<file path="config.mk">
export PLATFORM = sky130hd
export DESIGN_NAME = enable_mode_gate_control
export DESIGN_NICKNAME = d
export VERILOG_FILES = /design/src/common/gate_ctrl_pkg.sv /design/src/rtl/phase_gate.sv /design/src/rtl/enable_mode_gate_control.sv
export SDC_FILE = /design/constraint.sdc
export NUM_CORES = 1
export LEC_CHECK = 0
export BUFFER_PORTS_ARGS = -buffer_cell sky130_fd_sc_hd__buf_2
export CELL_PAD_IN_SITES_DETAIL_PLACEMENT = 1
export CELL_PAD_IN_SITES_GLOBAL_PLACEMENT = 1
export CORE_ASPECT_RATIO = 0.6
export CORE_MARGIN = 2
export CORE_UTILIZATION = 31
export CTS_CLUSTER_SIZE = 12
export DETAILED_ROUTE_END_ITERATION = 6
export PLACE_DENSITY = 0.58
export SYNTH_ARGS = -nofsm -noshare
export SYNTH_HDL_FRONTEND = slang
export SYNTH_SLANG_ARGS = --single-unit
</file>
<file path="constraint.sdc">
create_clock -name clock -period 5.3 [get_ports clock]
set_clock_uncertainty 0.2 [all_clocks]
set_input_delay 1.06 -clock clock [delete_from_list [all_inputs] [get_ports clock]]
set_output_delay 1.06 -clock clock [all_outputs]
set_load 0.005 [all_outputs]
</file>
<file path="src/common/gate_ctrl_pkg.sv">
// Constants and types shared by the enable and gate control logic
package gate_ctrl_pkg;

    localparam int unsigned CLK_FREQ_MHZ    = 250;
    localparam int unsigned CLK_PERIOD_NS   = 4;

    // Gate outputs must fall within this time of enable going low
    localparam int unsigned GATE_OFF_NS     = 100;
    localparam int unsigned GATE_OFF_CYC    = (GATE_OFF_NS / CLK_PERIOD_NS) < 1 ? 1
                                              : GATE_OFF_NS / CLK_PERIOD_NS;
    // Least low time of enable before a low-power state is entered
    localparam int unsigned LOWPWR_US       = 1000;
    localparam int unsigned LOWPWR_CYC      = LOWPWR_US * CLK_FREQ_MHZ;
    // Least low time of enable that arms a wake from Sleep
    localparam int unsigned WAKE_US         = 250;
    localparam int unsigned WAKE_CYC        = WAKE_US * CLK_FREQ_MHZ;

    localparam int unsigned CNT_W           = 20;
    localparam int unsigned DT_W            = 8;

    // Register map
    localparam logic [3:0]  ADDR_CONFIG_REG_ZERO       = 4'h0;
    localparam logic [3:0]  ADDR_DEADTIME_CONFIG_REG       = 4'h2;
    localparam logic [3:0]  ADDR_STATUS     = 4'h4;
    localparam logic [3:0]  ADDR_FAULT      = 4'h5;

    // config_reg_zero fields
    localparam int unsigned CONFIG_REG_ZERO_SLEEP_BIT  = 0;
    localparam int unsigned CONFIG_REG_ZERO_PULLUP_BIT = 1;
    localparam int unsigned CONFIG_REG_ZERO_VARIANT_BIT = 2;
    localparam logic [7:0]  CONFIG_REG_ZERO_RESET      = 8'h00;
    // deadtime_config_reg fields
    localparam int unsigned DEADTIME_CONFIG_REG_DTEN_BIT   = 7;
    localparam logic [7:0]  DEADTIME_CONFIG_REG_RESET      = 8'h00;

    typedef enum logic [1:0] {
        PM_ACTIVE  = 2'b00,
        PM_PENDING = 2'b01,
        PM_STANDBY = 2'b10,
        PM_SLEEP   = 2'b11
    } pmode_e;

endpackage : gate_ctrl_pkg

</file>
<file path="src/rtl/phase_gate.sv">
// One half-bridge: interlock and optional dead-time insertion
module phase_gate #(
    parameter int unsigned DW = 8
) (
    input  wire logic          clock,
    input  wire logic          rst,
    input  wire logic          high_in,
    input  wire logic          low_in,
    input  wire logic          allow,
    input  wire logic          dt_en,
    input  wire logic [DW-1:0] dt_cycles,
    output logic               high_out,
    output logic               low_out
);
    logic          high_q, high_d;
    logic          low_q,  low_d;
    logic [DW-1:0] cnt_q,  cnt_d;
    logic          want_h, want_l;

    always_comb begin
        // Both inputs high means neither side conducts
        want_h = allow && high_in && !low_in;
        want_l = allow && low_in && !high_in;
        high_d = 1'b0;
        low_d  = 1'b0;
        cnt_d  = cnt_q;
        if (high_q || low_q) begin
            // Gap is counted only once both sides are off
            cnt_d  = '0;
            high_d = want_h && (high_q || !dt_en);
            low_d  = want_l && (low_q || !dt_en);
        end else if (!dt_en || cnt_q >= dt_cycles) begin
            // Long idle already covers the gap, so no extra wait
            high_d = want_h;
            low_d  = want_l;
        end else begin
            cnt_d = cnt_q + 1'b1;
        end
    end

    always_ff @(posedge clock or posedge rst) begin
        if (rst) begin
            high_q <= 1'b0;
            low_q  <= 1'b0;
            cnt_q  <= '0;
        end else begin
            high_q <= high_d;
            low_q  <= low_d;
            cnt_q  <= cnt_d;
        end
    end

    assign high_out = high_q;
    assign low_out  = low_q;

    property p_no_shoot;
        @(posedge clock) disable iff (rst) !(high_q && low_q);
    endproperty
    a_no_shoot: assert property (p_no_shoot) else $error("both sides on");

    property p_dead_gap;
        @(posedge clock) disable iff (rst)
            (dt_en && dt_cycles != 0 && $fell(low_q)) |-> !high_q;
    endproperty
    a_dead_gap: assert property (p_dead_gap) else $error("no dead time");

endmodule : phase_gate

</file>
<file path="src/rtl/enable_mode_gate_control.sv">
// Enable sequencing, low-power modes, fault latch and gate outputs
//
// Operation
// - Enable high turns on every function including gate outputs.
// - Enable low puts device in Standby or Sleep, never normal operation.
// - Standby disables amplifiers and 12V regulator; buck, supervisor, monitors stay.
// - On the translator variant Standby also disables the 5V regulator.
// - Enable low forces all six gate outputs low within 100 ns.
// - Low-power state entered only after enable low continuously for 1 ms.
// - Enable rising edge clears latched faults if the condition is gone.
// - Sleep bit set selects Sleep as the low-power state, else Standby.
// - Sleep wake needs enable low 250 us, then wakes on rising edge.
// - Each phase low-side drive input controls its low-side gate output.
// - Each phase high-side drive input controls its high-side gate output.
// - Gate outputs are active high.
// - Dead time comes from host waveforms or from the dead-time register.
// - Undriven enable reads as low, defaulting to the disabled state.
// - Pull-up enable bit is sampled only while enable is low.
// - Fault open-drain output pulled low while a fault is active.
//
// The register offsets and the address-and-strobe port are this design's own decisions.
module enable_mode_gate_control
    import gate_ctrl_pkg::*;
#(
    parameter int unsigned LOWPWR_CYCLES = LOWPWR_CYC,
    parameter int unsigned WAKE_CYCLES   = WAKE_CYC
) (
    input  wire logic        clock,
    input  wire logic        rst,
    input  wire logic        chip_enable_in,
    input  wire logic        phase_a_high_drive_in,
    input  wire logic        phase_a_low_drive_in,
    input  wire logic        phase_b_high_drive_in,
    input  wire logic        phase_b_low_drive_in,
    input  wire logic        phase_c_high_drive_in,
    input  wire logic        phase_c_low_drive_in,
    input  wire logic        driver_fault_in,
    input  wire logic        supervisor_fault_in,
    input  wire logic        overcurrent_in,
    input  wire logic [3:0]  reg_addr,
    input  wire logic [7:0]  reg_wdata,
    input  wire logic        reg_write,
    input  wire logic        reg_read,
    output logic [7:0]       reg_rdata,
    output logic             gate_a_high_out,
    output logic             gate_a_low_out,
    output logic             gate_b_high_out,
    output logic             gate_b_low_out,
    output logic             gate_c_high_out,
    output logic             gate_c_low_out,
    output logic             overcurrent_fault_out,
    output logic             overcurrent_fault_oe_n,
    output logic             supervisor_flag_out,
    output logic             supervisor_flag_oe_n,
    output logic             amp_enable,
    output logic             ldo12_enable,
    output logic             ldo5_enable,
    output logic             buck_enable,
    output logic             monitor_enable,
    output logic             input_pullup_enable,
    output logic [1:0]       power_mode
);
    import gate_ctrl_pkg::*;

    // Registers
    logic [7:0] config_reg_zero_q, config_reg_zero_d;
    logic [7:0] deadtime_config_reg_q, deadtime_config_reg_d;
    logic [7:0] rdata_q, rdata_d;

    // Mode sequencing
    pmode_e             mode_q, mode_d;
    logic [CNT_W-1:0]   low_cnt_q, low_cnt_d;
    logic               ce_q;
    logic               wake_armed_q, wake_armed_d;
    logic               fault_q, fault_d;
    logic               pullup_q, pullup_d;

    // Output registers
    logic amp_q, amp_d;
    logic ldo12_q, ldo12_d;
    logic ldo5_q, ldo5_d;
    logic ocf_oe_n_q, ocf_oe_n_d;
    logic sup_oe_n_q, sup_oe_n_d;

    logic ce_rise;
    logic gate_allow;
    logic [5:0] gates;

    // Port is taken as the pin after its pull-down, so undriven means low
    assign ce_rise = chip_enable_in && !ce_q;

    always_comb begin
        config_reg_zero_d = config_reg_zero_q;
        deadtime_config_reg_d = deadtime_config_reg_q;
        if (reg_write && reg_addr == ADDR_CONFIG_REG_ZERO) begin
            config_reg_zero_d = reg_wdata;
        end
        if (reg_write && reg_addr == ADDR_DEADTIME_CONFIG_REG) begin
            deadtime_config_reg_d = reg_wdata;
        end
        rdata_d = 8'h00;
        if (reg_read) begin
            case (reg_addr)
                ADDR_CONFIG_REG_ZERO:   rdata_d = config_reg_zero_q;
                ADDR_DEADTIME_CONFIG_REG:   rdata_d = deadtime_config_reg_q;
                ADDR_STATUS: rdata_d = {4'h0, wake_armed_q, ce_q, mode_q};
                ADDR_FAULT:  rdata_d = {5'h00, overcurrent_in, driver_fault_in, fault_q};
                default:     rdata_d = 8'h00;
            endcase
        end
    end

    always_comb begin
        mode_d       = mode_q;
        low_cnt_d    = low_cnt_q;
        wake_armed_d = wake_armed_q;
        fault_d      = fault_q;
        pullup_d     = pullup_q;

        // Latch wins over clear when the fault is still present
        if (driver_fault_in) begin
            fault_d = 1'b1;
        end else if (ce_rise) begin
            fault_d = 1'b0;
        end

        if (!chip_enable_in) begin
            pullup_d = config_reg_zero_q[CONFIG_REG_ZERO_PULLUP_BIT];
            if (low_cnt_q != CNT_W'(LOWPWR_CYCLES)) begin
                low_cnt_d = low_cnt_q + 1'b1;
            end
            if (low_cnt_q >= CNT_W'(WAKE_CYCLES - 1)) begin
                wake_armed_d = 1'b1;
            end
        end else begin
            low_cnt_d = '0;
        end

        case (mode_q)
            PM_ACTIVE: begin
                if (!chip_enable_in) begin
                    mode_d = PM_PENDING;
                end
            end
            PM_PENDING: begin
                if (chip_enable_in) begin
                    mode_d = PM_ACTIVE;
                end else if (low_cnt_q >= CNT_W'(LOWPWR_CYCLES - 1)) begin
                    mode_d = config_reg_zero_q[CONFIG_REG_ZERO_SLEEP_BIT] ? PM_SLEEP : PM_STANDBY;
                end
            end
            PM_STANDBY: begin
                if (chip_enable_in) begin
                    mode_d = PM_ACTIVE;
                end
            end
            PM_SLEEP: begin
                if (ce_rise && wake_armed_q) begin
                    mode_d = PM_ACTIVE;
                end
            end
            default: mode_d = PM_STANDBY;
        endcase
        if (mode_d == PM_ACTIVE) begin
            wake_armed_d = 1'b0;
        end
    end

    always_comb begin
        amp_d   = (mode_d == PM_ACTIVE);
        ldo12_d = (mode_d == PM_ACTIVE || mode_d == PM_PENDING);
        ldo5_d  = !(config_reg_zero_q[CONFIG_REG_ZERO_VARIANT_BIT] && mode_d[1]);
        ocf_oe_n_d = !(fault_d || overcurrent_in);
        sup_oe_n_d = !supervisor_fault_in;
    end

    // Enable is acted on the same edge it is seen, well inside the off time
    assign gate_allow = chip_enable_in && mode_q != PM_SLEEP && mode_q != PM_STANDBY
                        && !fault_q && !driver_fault_in;

    phase_gate #(.DW(DT_W - 1)) u_phase_a (
        .clock     (clock),
        .rst       (rst),
        .high_in   (phase_a_high_drive_in),
        .low_in    (phase_a_low_drive_in),
        .allow     (gate_allow),
        .dt_en     (deadtime_config_reg_q[DEADTIME_CONFIG_REG_DTEN_BIT]),
        .dt_cycles (deadtime_config_reg_q[DT_W-2:0]),
        .high_out  (gates[0]),
        .low_out   (gates[1])
    );
    phase_gate #(.DW(DT_W - 1)) u_phase_b (
        .clock     (clock),
        .rst       (rst),
        .high_in   (phase_b_high_drive_in),
        .low_in    (phase_b_low_drive_in),
        .allow     (gate_allow),
        .dt_en     (deadtime_config_reg_q[DEADTIME_CONFIG_REG_DTEN_BIT]),
        .dt_cycles (deadtime_config_reg_q[DT_W-2:0]),
        .high_out  (gates[2]),
        .low_out   (gates[3])
    );
    phase_gate #(.DW(DT_W - 1)) u_phase_c (
        .clock     (clock),
        .rst       (rst),
        .high_in   (phase_c_high_drive_in),
        .low_in    (phase_c_low_drive_in),
        .allow     (gate_allow),
        .dt_en     (deadtime_config_reg_q[DEADTIME_CONFIG_REG_DTEN_BIT]),
        .dt_cycles (deadtime_config_reg_q[DT_W-2:0]),
        .high_out  (gates[4]),
        .low_out   (gates[5])
    );

    always_ff @(posedge clock or posedge rst) begin
        if (rst) begin
            config_reg_zero_q       <= CONFIG_REG_ZERO_RESET;
            deadtime_config_reg_q       <= DEADTIME_CONFIG_REG_RESET;
            rdata_q      <= 8'h00;
            mode_q       <= PM_STANDBY;
            low_cnt_q    <= '0;
            ce_q         <= 1'b0;
            wake_armed_q <= 1'b0;
            fault_q      <= 1'b0;
            pullup_q     <= 1'b0;
            amp_q        <= 1'b0;
            ldo12_q      <= 1'b0;
            ldo5_q       <= 1'b1;
            ocf_oe_n_q   <= 1'b1;
            sup_oe_n_q   <= 1'b1;
        end else begin
            config_reg_zero_q       <= config_reg_zero_d;
            deadtime_config_reg_q       <= deadtime_config_reg_d;
            rdata_q      <= rdata_d;
            mode_q       <= mode_d;
            low_cnt_q    <= low_cnt_d;
            ce_q         <= chip_enable_in;
            wake_armed_q <= wake_armed_d;
            fault_q      <= fault_d;
            pullup_q     <= pullup_d;
            amp_q        <= amp_d;
            ldo12_q      <= ldo12_d;
            ldo5_q       <= ldo5_d;
            ocf_oe_n_q   <= ocf_oe_n_d;
            sup_oe_n_q   <= sup_oe_n_d;
        end
    end

    // Gate outputs come straight from the phase flops; active high
    assign gate_a_high_out = gates[0];
    assign gate_a_low_out  = gates[1];
    assign gate_b_high_out = gates[2];
    assign gate_b_low_out  = gates[3];
    assign gate_c_high_out = gates[4];
    assign gate_c_low_out  = gates[5];

    // Open-drain pins only ever pull low
    assign overcurrent_fault_out  = 1'b0;
    assign overcurrent_fault_oe_n = ocf_oe_n_q;
    assign supervisor_flag_out    = 1'b0;
    assign supervisor_flag_oe_n   = sup_oe_n_q;

    assign reg_rdata           = rdata_q;
    assign amp_enable          = amp_q;
    assign ldo12_enable        = ldo12_q;
    assign ldo5_enable         = ldo5_q;
    assign buck_enable         = 1'b1;
    assign monitor_enable      = 1'b1;
    assign input_pullup_enable = pullup_q;
    assign power_mode          = mode_q;

    property p_gate_off;
        @(posedge clock) disable iff (rst)
            !chip_enable_in |=> (gates == 6'h00);
    endproperty
    a_gate_off: assert property (p_gate_off) else $error("gates on after disable");

    property p_no_early_lowpwr;
        @(posedge clock) disable iff (rst)
            (mode_q == PM_PENDING && chip_enable_in) |=> mode_q == PM_ACTIVE;
    endproperty
    a_no_early_lowpwr: assert property (p_no_early_lowpwr) else $error("short low entered lowpwr");

    property p_lowpwr_entry;
        @(posedge clock) disable iff (rst)
            $changed(mode_q) && mode_q[1] |-> low_cnt_q >= CNT_W'(LOWPWR_CYCLES);
    endproperty
    a_lowpwr_entry: assert property (p_lowpwr_entry) else $error("lowpwr before time");

    property p_sleep_sel;
        @(posedge clock) disable iff (rst)
            (mode_q == PM_PENDING && mode_d[1]) |=> mode_q == ($past(config_reg_zero_q[CONFIG_REG_ZERO_SLEEP_BIT])
                ? PM_SLEEP : PM_STANDBY);
    endproperty
    a_sleep_sel: assert property (p_sleep_sel) else $error("wrong lowpwr state");

    property p_fault_clear;
        @(posedge clock) disable iff (rst)
            (ce_rise && !driver_fault_in) |=> !fault_q;
    endproperty
    a_fault_clear: assert property (p_fault_clear) else $error("fault not cleared");

    property p_fault_gates;
        @(posedge clock) disable iff (rst)
            fault_q |=> gates == 6'h00;
    endproperty
    a_fault_gates: assert property (p_fault_gates) else $error("gates on in fault");

    property p_fault_pin;
        @(posedge clock) disable iff (rst)
            driver_fault_in |=> !overcurrent_fault_oe_n;
    endproperty
    a_fault_pin: assert property (p_fault_pin) else $error("fault pin not low");

    property p_pullup_hold;
        @(posedge clock) disable iff (rst)
            chip_enable_in |=> $stable(pullup_q);
    endproperty
    a_pullup_hold: assert property (p_pullup_hold) else $error("pullup changed enabled");

    property p_sleep_wake;
        @(posedge clock) disable iff (rst)
            (mode_q == PM_SLEEP && ce_rise && !wake_armed_q) |=> mode_q == PM_SLEEP;
    endproperty
    a_sleep_wake: assert property (p_sleep_wake) else $error("woke too soon");

endmodule : enable_mode_gate_control

</file>
Word-level counts from Yosys, hierarchy flattened
Cells that the tools add are included.
Word-level totals
  flip-flop bits (word level): 82
  input port bits: 26
  output and inout port bits: 26
  word-level logic and storage cells: 140
Operators by class
  add/subtract/negate cells: 4
  magnitude comparators: 5
  equality and inequality tests: 14
  mux-type cells: 34
  reduce and logical (&&, ||, !) cells: 60
Operators with widths (number)
  2-to-1 mux 7 bit: 6
  2-to-1 mux 20 bit: 2
  one-hot mux 8 bit (4 select lines): 1
  logical AND 1 bit: 27
  adder 7 x 1 -> 7 bit, second input constant: 3
  greater-or-equal comparator 7 bit: 3
  adder 20 x 1 -> 20 bit, second input constant: 1
  greater-or-equal comparator 20 x 16 -> 1 bit, second input constant: 1
  greater-or-equal comparator 20 x 18 -> 1 bit, second input constant: 1
  inequality test 20 x 18 -> 1 bit, second input constant: 1
  2-to-1 mux 1 bit: 18
  logical OR 1 bit: 14
  logical NOT 1 bit: 13
  2-to-1 mux 2 bit: 5
  equality test 4 x 3 -> 1 bit, second input constant: 2
  2-to-1 mux 8 bit: 1
  inequality test 2 x 1 -> 1 bit, second input constant: 4
  one-hot mux 2 bit (4 select lines): 1
  equality test 2 x 1 -> 1 bit, second input constant: 2
  equality test 2 bit, second input constant: 2
  equality test 4 x 2 -> 1 bit, second input constant: 1
  logical NOT 2 bit: 2
  logical NOT 4 bit: 1
  inequality test 2 bit, second input constant: 2
  2 further kinds: 3

Longest topological paths before layout
Gate-level depths: netlist (run 1).
  depth after elaboration: 9
  mapped depth: 7
  mapped depth without buffers: 7

Hierarchy
A second synthesis (run 1) with hierarchy kept.
Second synthesis, totals
  cells, all modules: 472
  area, all modules: 4765.8 sq um
By module, submodules not included
  enable_mode_gate_control: instances 1, cells an instance 256, area each 2723.9 sq um, seq. area each 1381.3 sq um
  phase_gate: instances 3, cells an instance 72, area each 680.7 sq um, seq. area each 225.2 sq um

Worst setup path before layout (run 1)
OpenSTA, ideal clock, no wires.
  kind: input to register
  start: input reg_addr[0]
  end: register deadtime_config_reg_q[0]
  library setup time: 0.125 ns
  arrival: 2.166 ns
  data required time: 4.975 ns
  path slack: 2.810 ns
  stages on the path: 4
  buffers on the path: 1
  cells stage by stage: buf_2 -> nor4b_4 -> nand2_2 -> mux2_2
On the way
  longest elaborated chain between the ends: 2
RTL lines
  start, declared: RTL line enable_mode_gate_control.sv:40  | input wire logic [3:0] reg_addr,
  equality test 4 x 2 -> 1 bit: RTL line enable_mode_gate_control.sv:98  | if (reg_write && reg_addr == ADDR_DEADTIME_CONFIG_REG) begin
  logical AND 1 bit: RTL line enable_mode_gate_control.sv:98
  end signal, assigned: RTL line enable_mode_gate_control.sv:233  | deadtime_config_reg_q <= deadtime_config_reg_d;
  end, declared: RTL line enable_mode_gate_control.sv:67  | logic [7:0] deadtime_config_reg_q, deadtime_config_reg_d;
No other way between the ends.
A chain may end at the register's enable or synchronous reset.

Worst setup path in the final report (run 1)
  start: input chip_enable_in
  end: register u_phase_a.high_q (netlist: u_phase_a.high_out)
On the way
  longest elaborated chain between the ends: 8
  elaborated cells on any way between the ends: 9
  classes of those cells: mux: 2; reduce/logical: 7
RTL lines
  start, declared: RTL line enable_mode_gate_control.sv:30  | input wire logic chip_enable_in,
  logical AND 1 bit (*) (2 in a row): RTL line enable_mode_gate_control.sv:178  | assign gate_allow = chip_enable_in && mode_q != PM_SLEEP && mode_q != PM_STANDBY
  logical AND 1 bit (*) (2 in a row): RTL line enable_mode_gate_control.sv:179  | && !fault_q && !driver_fault_in;
  logical AND 1 bit (*) (2 in a row): RTL line phase_gate.sv:22  | want_h = allow && high_in && !low_in;
  2-to-1 mux 1 bit / logical AND 1 bit (equally long branches): RTL line phase_gate.sv:32, phase_gate.sv:30
  2-to-1 mux 1 bit (*): RTL line phase_gate.sv:27  | if (high_q || low_q) begin
  named net u_phase_a.high_d: RTL line phase_gate.sv:15  | logic high_q, high_d;
  end signal, assigned: RTL line phase_gate.sv:47  | high_q <= high_d;
  end, declared: RTL line phase_gate.sv:15
Mark *: on every way through the listed nets, which the timed path passes. The rest lies on a longest branch.

==> results of run 1 <==
[flip-flops by register name, indices dropped and copies added (netlist names), 2 cells and up]
| signal | cells |
|---|---|
| deadtime_config_reg_q | 8 |
| u_phase_b.cnt_q | 7 |
| reg_rdata | 8 |
| low_cnt_q | 20 |
| u_phase_c.cnt_q | 7 |
| config_reg_zero_q | 8 |
| u_phase_a.cnt_q | 7 |
| power_mode | 2 |
[power breakdown]
part | total, uW | switching (uW) | internal, uW | leakage [uW]
Clock | 576 | 258 | 318 | 0.000133
Sequential | 841 | 123 | 718 | 0.00106
Combinational | 507 | 294 | 213 | 0.00112
[Yosys cell counts (3+ instances only)]
library cell,n
a2111oi_0,4
a211oi_1,10
a21oi_1,23
a22oi_1,7
and4_1,3
and4b_1,6
buf_2,4
buf_4,5
clkbuf_1,4
dfrtp_1,78
dfstp_2,4
ha_1,26
inv_1,25
mux2_2,18
mux2i_1,9
nand2_1,27
nand3_1,17
nand4_1,7
nor2_1,52
nor2b_1,9
nor3_1,4
nor4_1,4
o211ai_1,3
o21ai_0,22
or2_2,3
or3_1,4
xnor2_1,21
xor2_1,8
[area by class of cell]
cell class                 count  area [um^2]
sequential                    82         2057
fill                        1615         8741
inverter                      25        95.09
tap                          192        240.2
timing repair buffer          48        242.7
clock inverter                 6        40.04
multi-input combinational    319         2228
clock buffer                  10        229.0
[stage by stage]
stage	worst slack [ns]	area [um^2]
2_1_floorplan	1.938	4472
3_3_place_gp	2.087	4863
3_5_place_dp	1.964	4863
4_1_cts	2.316	5132
5_1_grt	2.106	5132
6_report	2.258	5132
[worst max-delay path, delay by kind of cell]
kind	cells	cell delay (ns)
buffers and inverters	2	0.60
and+or+nand+nor	2	1.44
[worst paths after layout]
| kind | slack, ns | endpoint | start | depth (start not counted) |
|---|---|---|---|---|
| worst max-delay path | 2.26 | u_phase_a.high_out | chip_enable_in | 4 |
| worst min-delay path | 0.26 | ldo5_enable | config_reg_zero_q[2] | 1 |
| worst max register to register | 2.86 | u_phase_a.cnt_q[4] | deadtime_config_reg_q[6] | 7 |
| worst min register to register | 0.26 | ldo5_enable | config_reg_zero_q[2] | 1 |
| max in group asynchronous | 3.24 | supervisor_flag_oe_n | rst | 3 |
| min in group asynchronous | 0.73 | low_cnt_q[16] | rst | 2 |
[metal layers]
| metal | track usage | vias to the layer above | part of all wire |
|---|---|---|---|
| met5 | 0 | - | 0 |
| met4 | 0.02937 | 0 | 0.0075 |
| met3 | 0.04503 | 6 | 0.045 |
| met2 | 0.2163 | 57 | 0.39 |
| met1 | 0.2491 | 1689 | 0.56 |
| li1 | - | 1648 | - |
[cell families (layout without fill, tap and decap cells)]
logic type	count (synthesis)	after routing
xor+xnor	29	29
flops	82	82
fa+ha+maj	26	26
mux	27	27
simple gates	152	152
buf+inv	41	89
other cells	2	4
compound gates	81	81
[cell usage in the layout, fill, tap and decap left out, types with 2 or more instances in the layout]
cell type and count:
o21ai_1 2, nand2b_1 2, ha_1 26, inv_6 2, a211oi_1 10, mux2i_1 9
clkbuf_16 9, o211ai_1 3, mux2_2 18, dfstp_2 4, a21oi_1 23, conb_1 4
nor4_1 4, and4_1 3, and4b_1 6, dfrtp_1 78, nor3_1 4, nor2b_1 9
a21o_1 2, or2_2 3, nand2_1 27, a22oi_1 7, nor2_1 52, o31ai_1 2
and3_1 2, buf_2 47, o21ai_0 22, nor4_4 2, nand3_1 17, clkinv_2 4
or3_1 4, nand4_1 7, xor2_1 8, xnor2_1 21, inv_1 24, a2111oi_0 4
==> impl_results.md, run 1 <==
- Adder-cell share of the synthesized area: 0.07287
- Yosys Warn Count: 0
- Worst hold path type: flop to flop
- Largest net degree at the start of global routing: 59
- P_leak: around 0.0023 uW
- Die Ht: 96.96 um
- Hpwl dp: ~8.9 mm
- Hold violation count in the final report: 0
- Area share of the largest cell type after synthesis: 0.4372
- Largest area contributor in the netlist: dfrtp_1
- Main combinational cell family by area after synthesis: simple AND/OR/NAND/NOR gates
- First-pass GRT wire length: roughly 19 mm
- Asr flop ratio synth: 1.000
- Fraction of layout cells with a size suffix above 1: 0.2041
- Core Region: 13870 um^2
- Critical Path Max Stage Delay: around 1.1 ns
- NumNets Final: approximately 540
- Unrepaired setup endpoints after global routing: false
- Ant. Diodes: 0
- Clock Latency Late Sink: 0.34 ns
- EDFF count, synth: 0
- Synth Area in Compound Gates: 0.1127
- Synth top area cells: dfrtp_1, ha_1, mux2_2, nor2_1, xnor2_1
- Final Util: 0.3699
- Starting Density: 0.3218
- Post-route DRC: 0
- Total power: 1924 uW
- Placed Cells: 666
- Antenna-violating nets left: 0
- Port buffer count: 47
- Minimum clock period: slightly above 3 ns
- Setup CP Type: input port to flop
- Portion of netlist area occupied by mux cells: 0.06558
- Xor and xnor area share after synthesis: 0.05689
- Syn-to-layout area delta: 14.97%
- Crit-path max FO: 25
- Pins Over Slew Limit: 0
- Simple-gate portion of the synthesized area: 0.1878
- H-tree depth: 3
- Clock Tree Root: clkbuf_16
- Row count: 33
- Final period util: 0.5739
- Hold buffer count at CTS: 0
- Clock Sinks: 82
- Total die area: between 15000 and 20000 um^2
- Setup Viol. Count Final: 0
- DRT iter0 DRCs: between 150 and 200
- Avg WL per Cell: 17.02 um
- Vias: 3400
- CTS max path bufs: 2
- Cts repair resizes: 0
- Worst slew pin tran: around 1.3 ns
- CP Launch Type: input port
- CTS tree: done
- Fin cells: approximately 700
- Clock-pin slew on the worst setup and hold paths: roughly 0.060 ns
- Cell count after synthesis: 440
- Worst hold margin: about 0.26 ns
- Peak VDD IR: approximately 0.16 mV
- Mapped Area: ~4500 um^2
- Cts bufs inserted: 9
- CP Cell Sequence: buf_2 > inv_1 > nor4_1 > and4b_1
- Post-CTS setup buffers: 0
- Pwr dens: ~370 nW/um^2
- Initial antenna violation count: 0
- Fmax: about 330 MHz
- Slowest cell on the critical path: nor4_1
- Ports: 52
- Vias per cell: 4.985
- Yosys cell types: 54
- Setup tns final: 0 ns
- Drt pass-1 iters: 5
- Crit. End Element: flop
- Synth Flop Type: dfrtp_1
- DRT Wirelength: ~12 mm
- Max_cap viols: 0
- WP data arrival: about 3.1 ns
- Register area share after synthesis: 0.4608
- Total track usage: 0.1595
- Final GP Congestion: between 0.7 and 0.8
- Status: finished, final reports clean
- Yosys reg bits: a little over 80
- GRT Residual Overflow: 0
- Critical Path RT: about 5.4 ns
- Number of global-route vias before repair: around 3500
- Slew HR: 0.1434
- Die width: between 150 and 200 um
- Post-Syn Area per Cell: ~10 um^2
No activity file was read; power rests on OpenSTA's default activity.
==> run 2, diff against run 1 <==
--- a/config.mk
+++ b/config.mk
@@ -13,7 +13,7 @@
 export CORE_UTILIZATION = 31
 export CTS_CLUSTER_SIZE = 12
 export DETAILED_ROUTE_END_ITERATION = 6
-export PLACE_DENSITY = 0.58
+export PLACE_DENSITY = 0.6
 export SYNTH_ARGS = -nofsm -noshare
 export SYNTH_HDL_FRONTEND = slang
 export SYNTH_SLANG_ARGS = --single-unit
==> constraint.sdc (replaced) <==
create_clock -name clock -period 2.7 [get_ports clock]
set_clock_uncertainty 0.2 [all_clocks]
set_input_delay 0.54 -clock clock [delete_from_list [all_inputs] [get_ports clock]]
set_output_delay 0.54 -clock clock [all_outputs]
set_load 0.005 [all_outputs]
==> impl_results.md, run 2 (synthesis results as in run 1) <==
- Status: finished, final reports clean
- H-tree depth: 3 (unchanged)
- Hold violation count in the final report: 0 (unchanged)
- WP buf/inv: 1 (-1)
- Finished Cell Area: 5204 um^2 (+1.4%)
- Starting Density: 0.3218 (unchanged)
- Met2 routed WL: 4.752 mm (+5.9%)
- Peak VDD IR: 0.3050 mV (+85%)
- Clock Tree Root: clkbuf_16
- CP Launch Type: flop
- CP Cell Sequence: inv_1 > ha_1 > a21oi_1 > o211ai_1 > a2111oi_0 > xnor2_1 > nor2_1
- Total track usage: 0.1616 (+0.002165)
- Number of global-route vias before repair: 3592 (+1.8%)
- Slowest cell on the critical path: a2111oi_0
- Crit. End Element: flop
- GRT Residual Overflow: 0 (unchanged)
- Final period util: 0.8943
- Hpwl dp: 8.999 mm (+1.1%)
- Core Region: 13870 um^2 (unchanged)
- Crit-path max FO: 6 (-76%)
- Vias: 3454 (+1.6%)
- Most flop-heavy register: low_cnt_q
- P_leak: 0.002335 uW (+1.0%)
- M1 wire length: 6.481 mm (-0.38%)
- Die Ht: 96.96 um (unchanged)
- Fmax: 414.1 MHz
- Worst slew pin tran: 0.5941 ns (-0.6791 ns)
- Placed Cells: 671 (+0.75%)
- Cts repair resizes: 0 (unchanged)
- Ports: 52 (unchanged)
- Worst hold margin: 0.1020 ns (-0.1630 ns)
- Area post-placement: 4916 um^2 (+1.1%)
- Worst hold path type: input port to flop
- Post-route DRC: 0 (unchanged)
- Largest net degree at the start of global routing: 55 (-6.8%)
- Top Metal Used: met4
- Setup CP Type: flop to flop
- Total die area: 15410 um^2 (unchanged)
- Setup tns final: 0 ns (unchanged)
- DRT Wirelength: 11.77 mm (+1.4%)
- CTS tree: done
- Syn-to-layout area delta: 16.56%
- Max FFs per register: 20 (unchanged)
- Clock-pin slew on the worst setup and hold paths: 0.07 ns (about the same)
- Most common cell after layout, fill and taps aside: dfrtp_1
- Unrepaired setup endpoints after global routing: false
- Pwr dens: 737.0 nW/um^2 (+97%)
- Critical Path RT: 2.73 ns (-2.64 ns)
- Fraction of layout cells with a size suffix above 1: 0.2117 (+0.007612)
- Die width: 158.9 um (unchanged)
- Slew HR: 0.5998 (+0.4564)
- Setup Viol. Count Final: 0 (unchanged)
- Minimum clock period: around 2.4 ns
- Initial antenna violation count: 0 (unchanged)
- Drt pass-1 iters: 4 (-1)
- CP delay by family, top: compound AO/OA/AOI/OAI gates
- Clock share of power: 0.305 (+0.005)
- Final GP Congestion: 0.7388 (-6.1%)
- Row count: 33 (unchanged)
- Vias per cell: 5.020 (+0.70%)
- Sw Ratio: 0.3565 (+0.005547)
- DRT iter0 DRCs: 160 (-3.6%)
- Clock Sinks: 82 (unchanged)
- WP data arrival: 2.44 ns (-0.67 ns)
- Seq pwr share: 0.428 (-0.009)
- Max_cap viols: 0 (unchanged)
- NumNets Final: 543 (+1.1%)
- Pins Over Slew Limit: 0 (unchanged)
- Antenna-violating nets left: 0 (unchanged)
- Critical Path Max Stage Delay: 0.61 ns (-0.48 ns)
- Met3 wire len: 409 um (-22%)
- First-pass GRT wire length: 19.87 mm (+3.1%)
- Avg WL per Cell: 17.10 um (+0.50%)
- Fillers: 1607 (-0.50%)
- Cts bufs inserted: 9 (unchanged)
- Clock Latency Late Sink: 0.34 ns (about the same)
- Int Power: 2468 uW (+98%)
- Ant. Diodes: 0 (unchanged)
- Most frequent cells in the layout: dfrtp_1, nor2_1, buf_2, nand2_1, ha_1
- CTS max path bufs: 2 (unchanged)
- Port buffer count: 47 (unchanged)
- Total power: 3835 uW (+99%)
- Sw Pwr: 1367 uW (+100%)
- Fin cells: 688 (+0.88%)
- Comb power frac: 0.267 (+0.004)
run 2: final timing paths:
check / start / end / slack, ns / depth (start not counted)
max: deadtime_config_reg_q[4] / u_phase_c.cnt_q[6] / 0.29 / 7
min: supervisor_fault_in / supervisor_flag_oe_n / 0.10 / 2
max reg2reg: deadtime_config_reg_q[4] / u_phase_c.cnt_q[6] / 0.29 / 7
min reg2reg: config_reg_zero_q[2] / ldo5_enable / 0.29 / 1
max in group asynchronous: rst / u_phase_b.cnt_q[5] / 1.17 / 4
min in group asynchronous: rst / low_cnt_q[1] / 0.52 / 3
run 2: power by group through the flow:
stage          Clock, uW  Combinational (uW)  Sequential, uW
5_1_grt             1260                1190            1670
4_1_cts             1210                1040            1640
6_report            1170                1020            1640
2_1_floorplan          0                 757            1580
3_3_place_gp           0                 947            1660
3_5_place_dp           0                1030            1660
run 2: worst register-to-register path, stage by stage (launching register included):
cell and delay [ns]:
dfrtp_1 0.41, inv_1 0.17, ha_1 0.27, a21oi_1 0.19, o211ai_1 0.21, a2111oi_0 0.61, xnor2_1 0.18, nor2_1 0.05
run 2: final cells by class:
class,instances,area [um^2],share of cell area
tap,192,240.2,0.04616
timing repair buffer,54,302.8,0.05819
clock inverter,6,48.80,0.009377
inverter,25,97.59,0.01875
sequential,82,2057,0.3953
multi-input combinational,319,2228,0.4282
clock buffer,10,229.0,0.04400
run 2: routing by layer:
metal	vias to the layer above	GRT usage
met5	-	0
met4	0	0.04196
met3	10	0.03774
met2	55	0.2264
met1	1733	0.2472
li1	1656	-
run 2: through the flow:
step           setup slack, ns    util
6_report                0.2853  0.3751
5_1_grt                 0.1156  0.3751
4_1_cts                 0.2837  0.3751
3_5_place_dp            0.3066  0.3543
3_3_place_gp            0.4630  0.3543
2_1_floorplan           0.6469       -
run 2: repair_timing:
item                                   CTS  global route
hold buffers                             1             0
setup buffers                            0             0
endpoints found under the hold margin   10             0
==> run 3, diff against run 2 <==
--- a/config.mk
+++ b/config.mk
@@ -5,15 +5,15 @@
 export SDC_FILE = /design/constraint.sdc
 export NUM_CORES = 1
 export LEC_CHECK = 0
-export BUFFER_PORTS_ARGS = -buffer_cell sky130_fd_sc_hd__buf_2
 export CELL_PAD_IN_SITES_DETAIL_PLACEMENT = 1
 export CELL_PAD_IN_SITES_GLOBAL_PLACEMENT = 1
-export CORE_ASPECT_RATIO = 0.6
-export CORE_MARGIN = 2
+export CORE_ASPECT_RATIO = 1.75
+export CORE_MARGIN = 5
 export CORE_UTILIZATION = 31
 export CTS_CLUSTER_SIZE = 12
 export DETAILED_ROUTE_END_ITERATION = 6
-export PLACE_DENSITY = 0.6
+export DONT_BUFFER_PORTS = 1
+export PLACE_DENSITY = 0.56
 export SYNTH_ARGS = -nofsm -noshare
 export SYNTH_HDL_FRONTEND = slang
 export SYNTH_SLANG_ARGS = --single-unit
==> impl_results.md, run 3 (synthesis results as in run 1) <==
- Status: finished with violations
- Failing checks: hold timing
- Hold buffer count at CTS: 0 (-1)
- Worst slew pin tran: 0.6890 ns (+0.09490 ns)
- DRT iter0 DRCs: 57 (-64%)
- Largest net degree at the start of global routing: 52 (-5.5%)
- Die width: 100.7 um (-37%)
- Max FFs per register: 20 (unchanged)
- Final GP Congestion: 0.7863 (+6.4%)
- Vias: 3285 (-4.9%)
- Clock Sinks: 82 (unchanged)
- Core Region: 14300 um^2 (+3.0%)
- Worst hold margin: -0.01324 ns (-0.1152 ns)
- Crit. End Element: flop
- Setup tns final: 0 ns (unchanged)
- Fraction of layout cells with a size suffix above 1: 0.1275 (-0.08418)
- Setup CP Type: flop to flop
- Setup Viol. Count Final: 0 (unchanged)
- Vias per cell: 5.239 (+4.4%)
- CTS tree: done
- Finished Cell Area: 4937 um^2 (-5.1%)
- Avg WL per Cell: 18.67 um (+9.2%)
- Die Ht: 168.8 um (+74%)
- NumNets Final: 494 (-9.0%)
- Hpwl dp: 9.152 mm (+1.7%)
- Fmax: 424.4 MHz (+2.5%)
- Post-CTS setup buffers: 0 (unchanged)
- CTS max path bufs: 2 (unchanged)
- Slew HR: 0.5407 (-0.05908)
- WP data arrival: 2.38 ns (-0.06 ns)
- Drt pass-1 iters: 4 (unchanged)
- Met1 GRT Util: 0.1443 (-0.1029)
- DRT Wirelength: 11.71 mm (-0.51%)
- Clock Tree Root: clkbuf_16
- Starting Density: 0.3123 (-0.009519)
- Total die area: 17000 um^2 (+10%)
- Post-route DRC: 0 (unchanged)
- Initial antenna violation count: 0 (unchanged)
- Minimum clock period: 2.356 ns (-0.05868 ns)
- Final period util: 0.8726 (-0.02173)
- GRT Residual Overflow: 0 (unchanged)
- Most frequent cells in the layout: dfrtp_1, nor2_1, nand2_1, ha_1, inv_1
- Peak VDD IR: 0.3279 mV (+7.5%)
- Total track usage: 0.1459 (-0.01571)
- Antenna-violating nets left: 0 (unchanged)
- Crit-path max FO: 6 (unchanged)
- Row count: 58 (+76%)
- Pins Over Slew Limit: 0 (unchanged)
- Gr busiest metal: met2
- Cts bufs inserted: 9 (unchanged)
- Max_cap viols: 0 (unchanged)
- GRT met2 Usage: 0.2841 (+0.05767)
- Area post-placement: 4638 um^2 (-5.7%)
- First-pass GRT wire length: 19.37 mm (-2.5%)
- CP Launch Point: deadtime_config_reg_q[2]
- Critical Path RT: 2.73 ns (about the same)
- CP Launch Type: flop
- Reg-to-reg startpoint: deadtime_config_reg_q[2]
- Clock Latency Late Sink: 0.35 ns (about the same)
- H-tree depth: 3 (unchanged)
- P_leak: 0.002131 uW (-8.7%)
- Worst hold path type: input port to async pin
- Number of global-route vias before repair: 3674 (+2.3%)
- Most flop-heavy register: low_cnt_q
- Port buffer count: 0 (-100%)
- Syn-to-layout area delta: 10.59%
- Ant. Diodes: 0 (unchanged)
- Total power: 3820 uW (-0.40%)
- Pwr dens: 773.7 nW/um^2 (+5.0%)
- Unrepaired setup endpoints after global routing: false
- Hold violation count in the final report: 17 (+17)
- Ports: 52 (unchanged)
- Clock-pin slew on the worst setup and hold paths: 0.07 ns (about the same)
- Cts repair resizes: 0 (unchanged)
- Most common cell after layout, fill and taps aside: dfrtp_1
- Met3 Use GR: 0.02763 (-0.01011)
## run 3: cell types whose count changed in the layout (fill, tap and decap cells not counted), sizes merged
cell	previous run	this run
buf	53	4
inv	26	31
clkinvlp	4	1
clkbuf	10	9
clkinv	1	0
## run 3: routing by layer
layer / up-vias / routed length [um]
li1: 1557 / -
met4: 0 / 309
met5: - / 0
met1: 1667 / 4184
met2: 45 / 6806
met3: 16 / 408
## run 3: final cells by class
cell class,instances,area (um^2)
Inverter,25,97.59
Clock buffer,9,225.2
Timing Repair Buffer,5,40.04
Clock inverter,7,63.81
Sequential cell,82,2057
Tap cell,180,225.2
Multi-Input combinational cell,319,2228
Fill cell,1601,9359
## run 3: power breakdown
| part | switching [uW] | internal (uW) |
|---|---|---|
| sequential | 246 | 1410 |
| clock | 571 | 650 |
| combinational | 545 | 400 |
| total | 1360 | 2460 |
## run 3: final timing paths
check / endpoint / cells after the start / slack [ns]
max reg2reg: u_phase_a.cnt_q[6] / 7 / 0.34
min: deadtime_config_reg_q[3] / 2 / -0.01
max: u_phase_a.cnt_q[6] / 7 / 0.34
max in group asynchronous: u_phase_a.cnt_q[4] / 2 / 1.73
min in group clock: overcurrent_fault_oe_n / 1 / 0.02
min reg2reg: ldo5_enable / 1 / 0.30
## run 3: per-stage QoR
stage,util,cells,setup slack (ns)
finish,0.3454,627,0.3440
CTS,0.3447,626,0.2842
detailed placement,0.3244,610,0.3568
global route,0.3454,627,0.1191
floorplan,-,442,0.6469
global placement,0.3244,610,0.3983
## run 3: worst max-delay path: stages, from the launching register on
cell	delay [ns]
dfrtp_1	0.40
inv_1	0.14
ha_1	0.26
a21oi_1	0.14
o21ai_0	0.25
a2111oi_0	0.61
xnor2_1	0.18
nor2_1	0.05
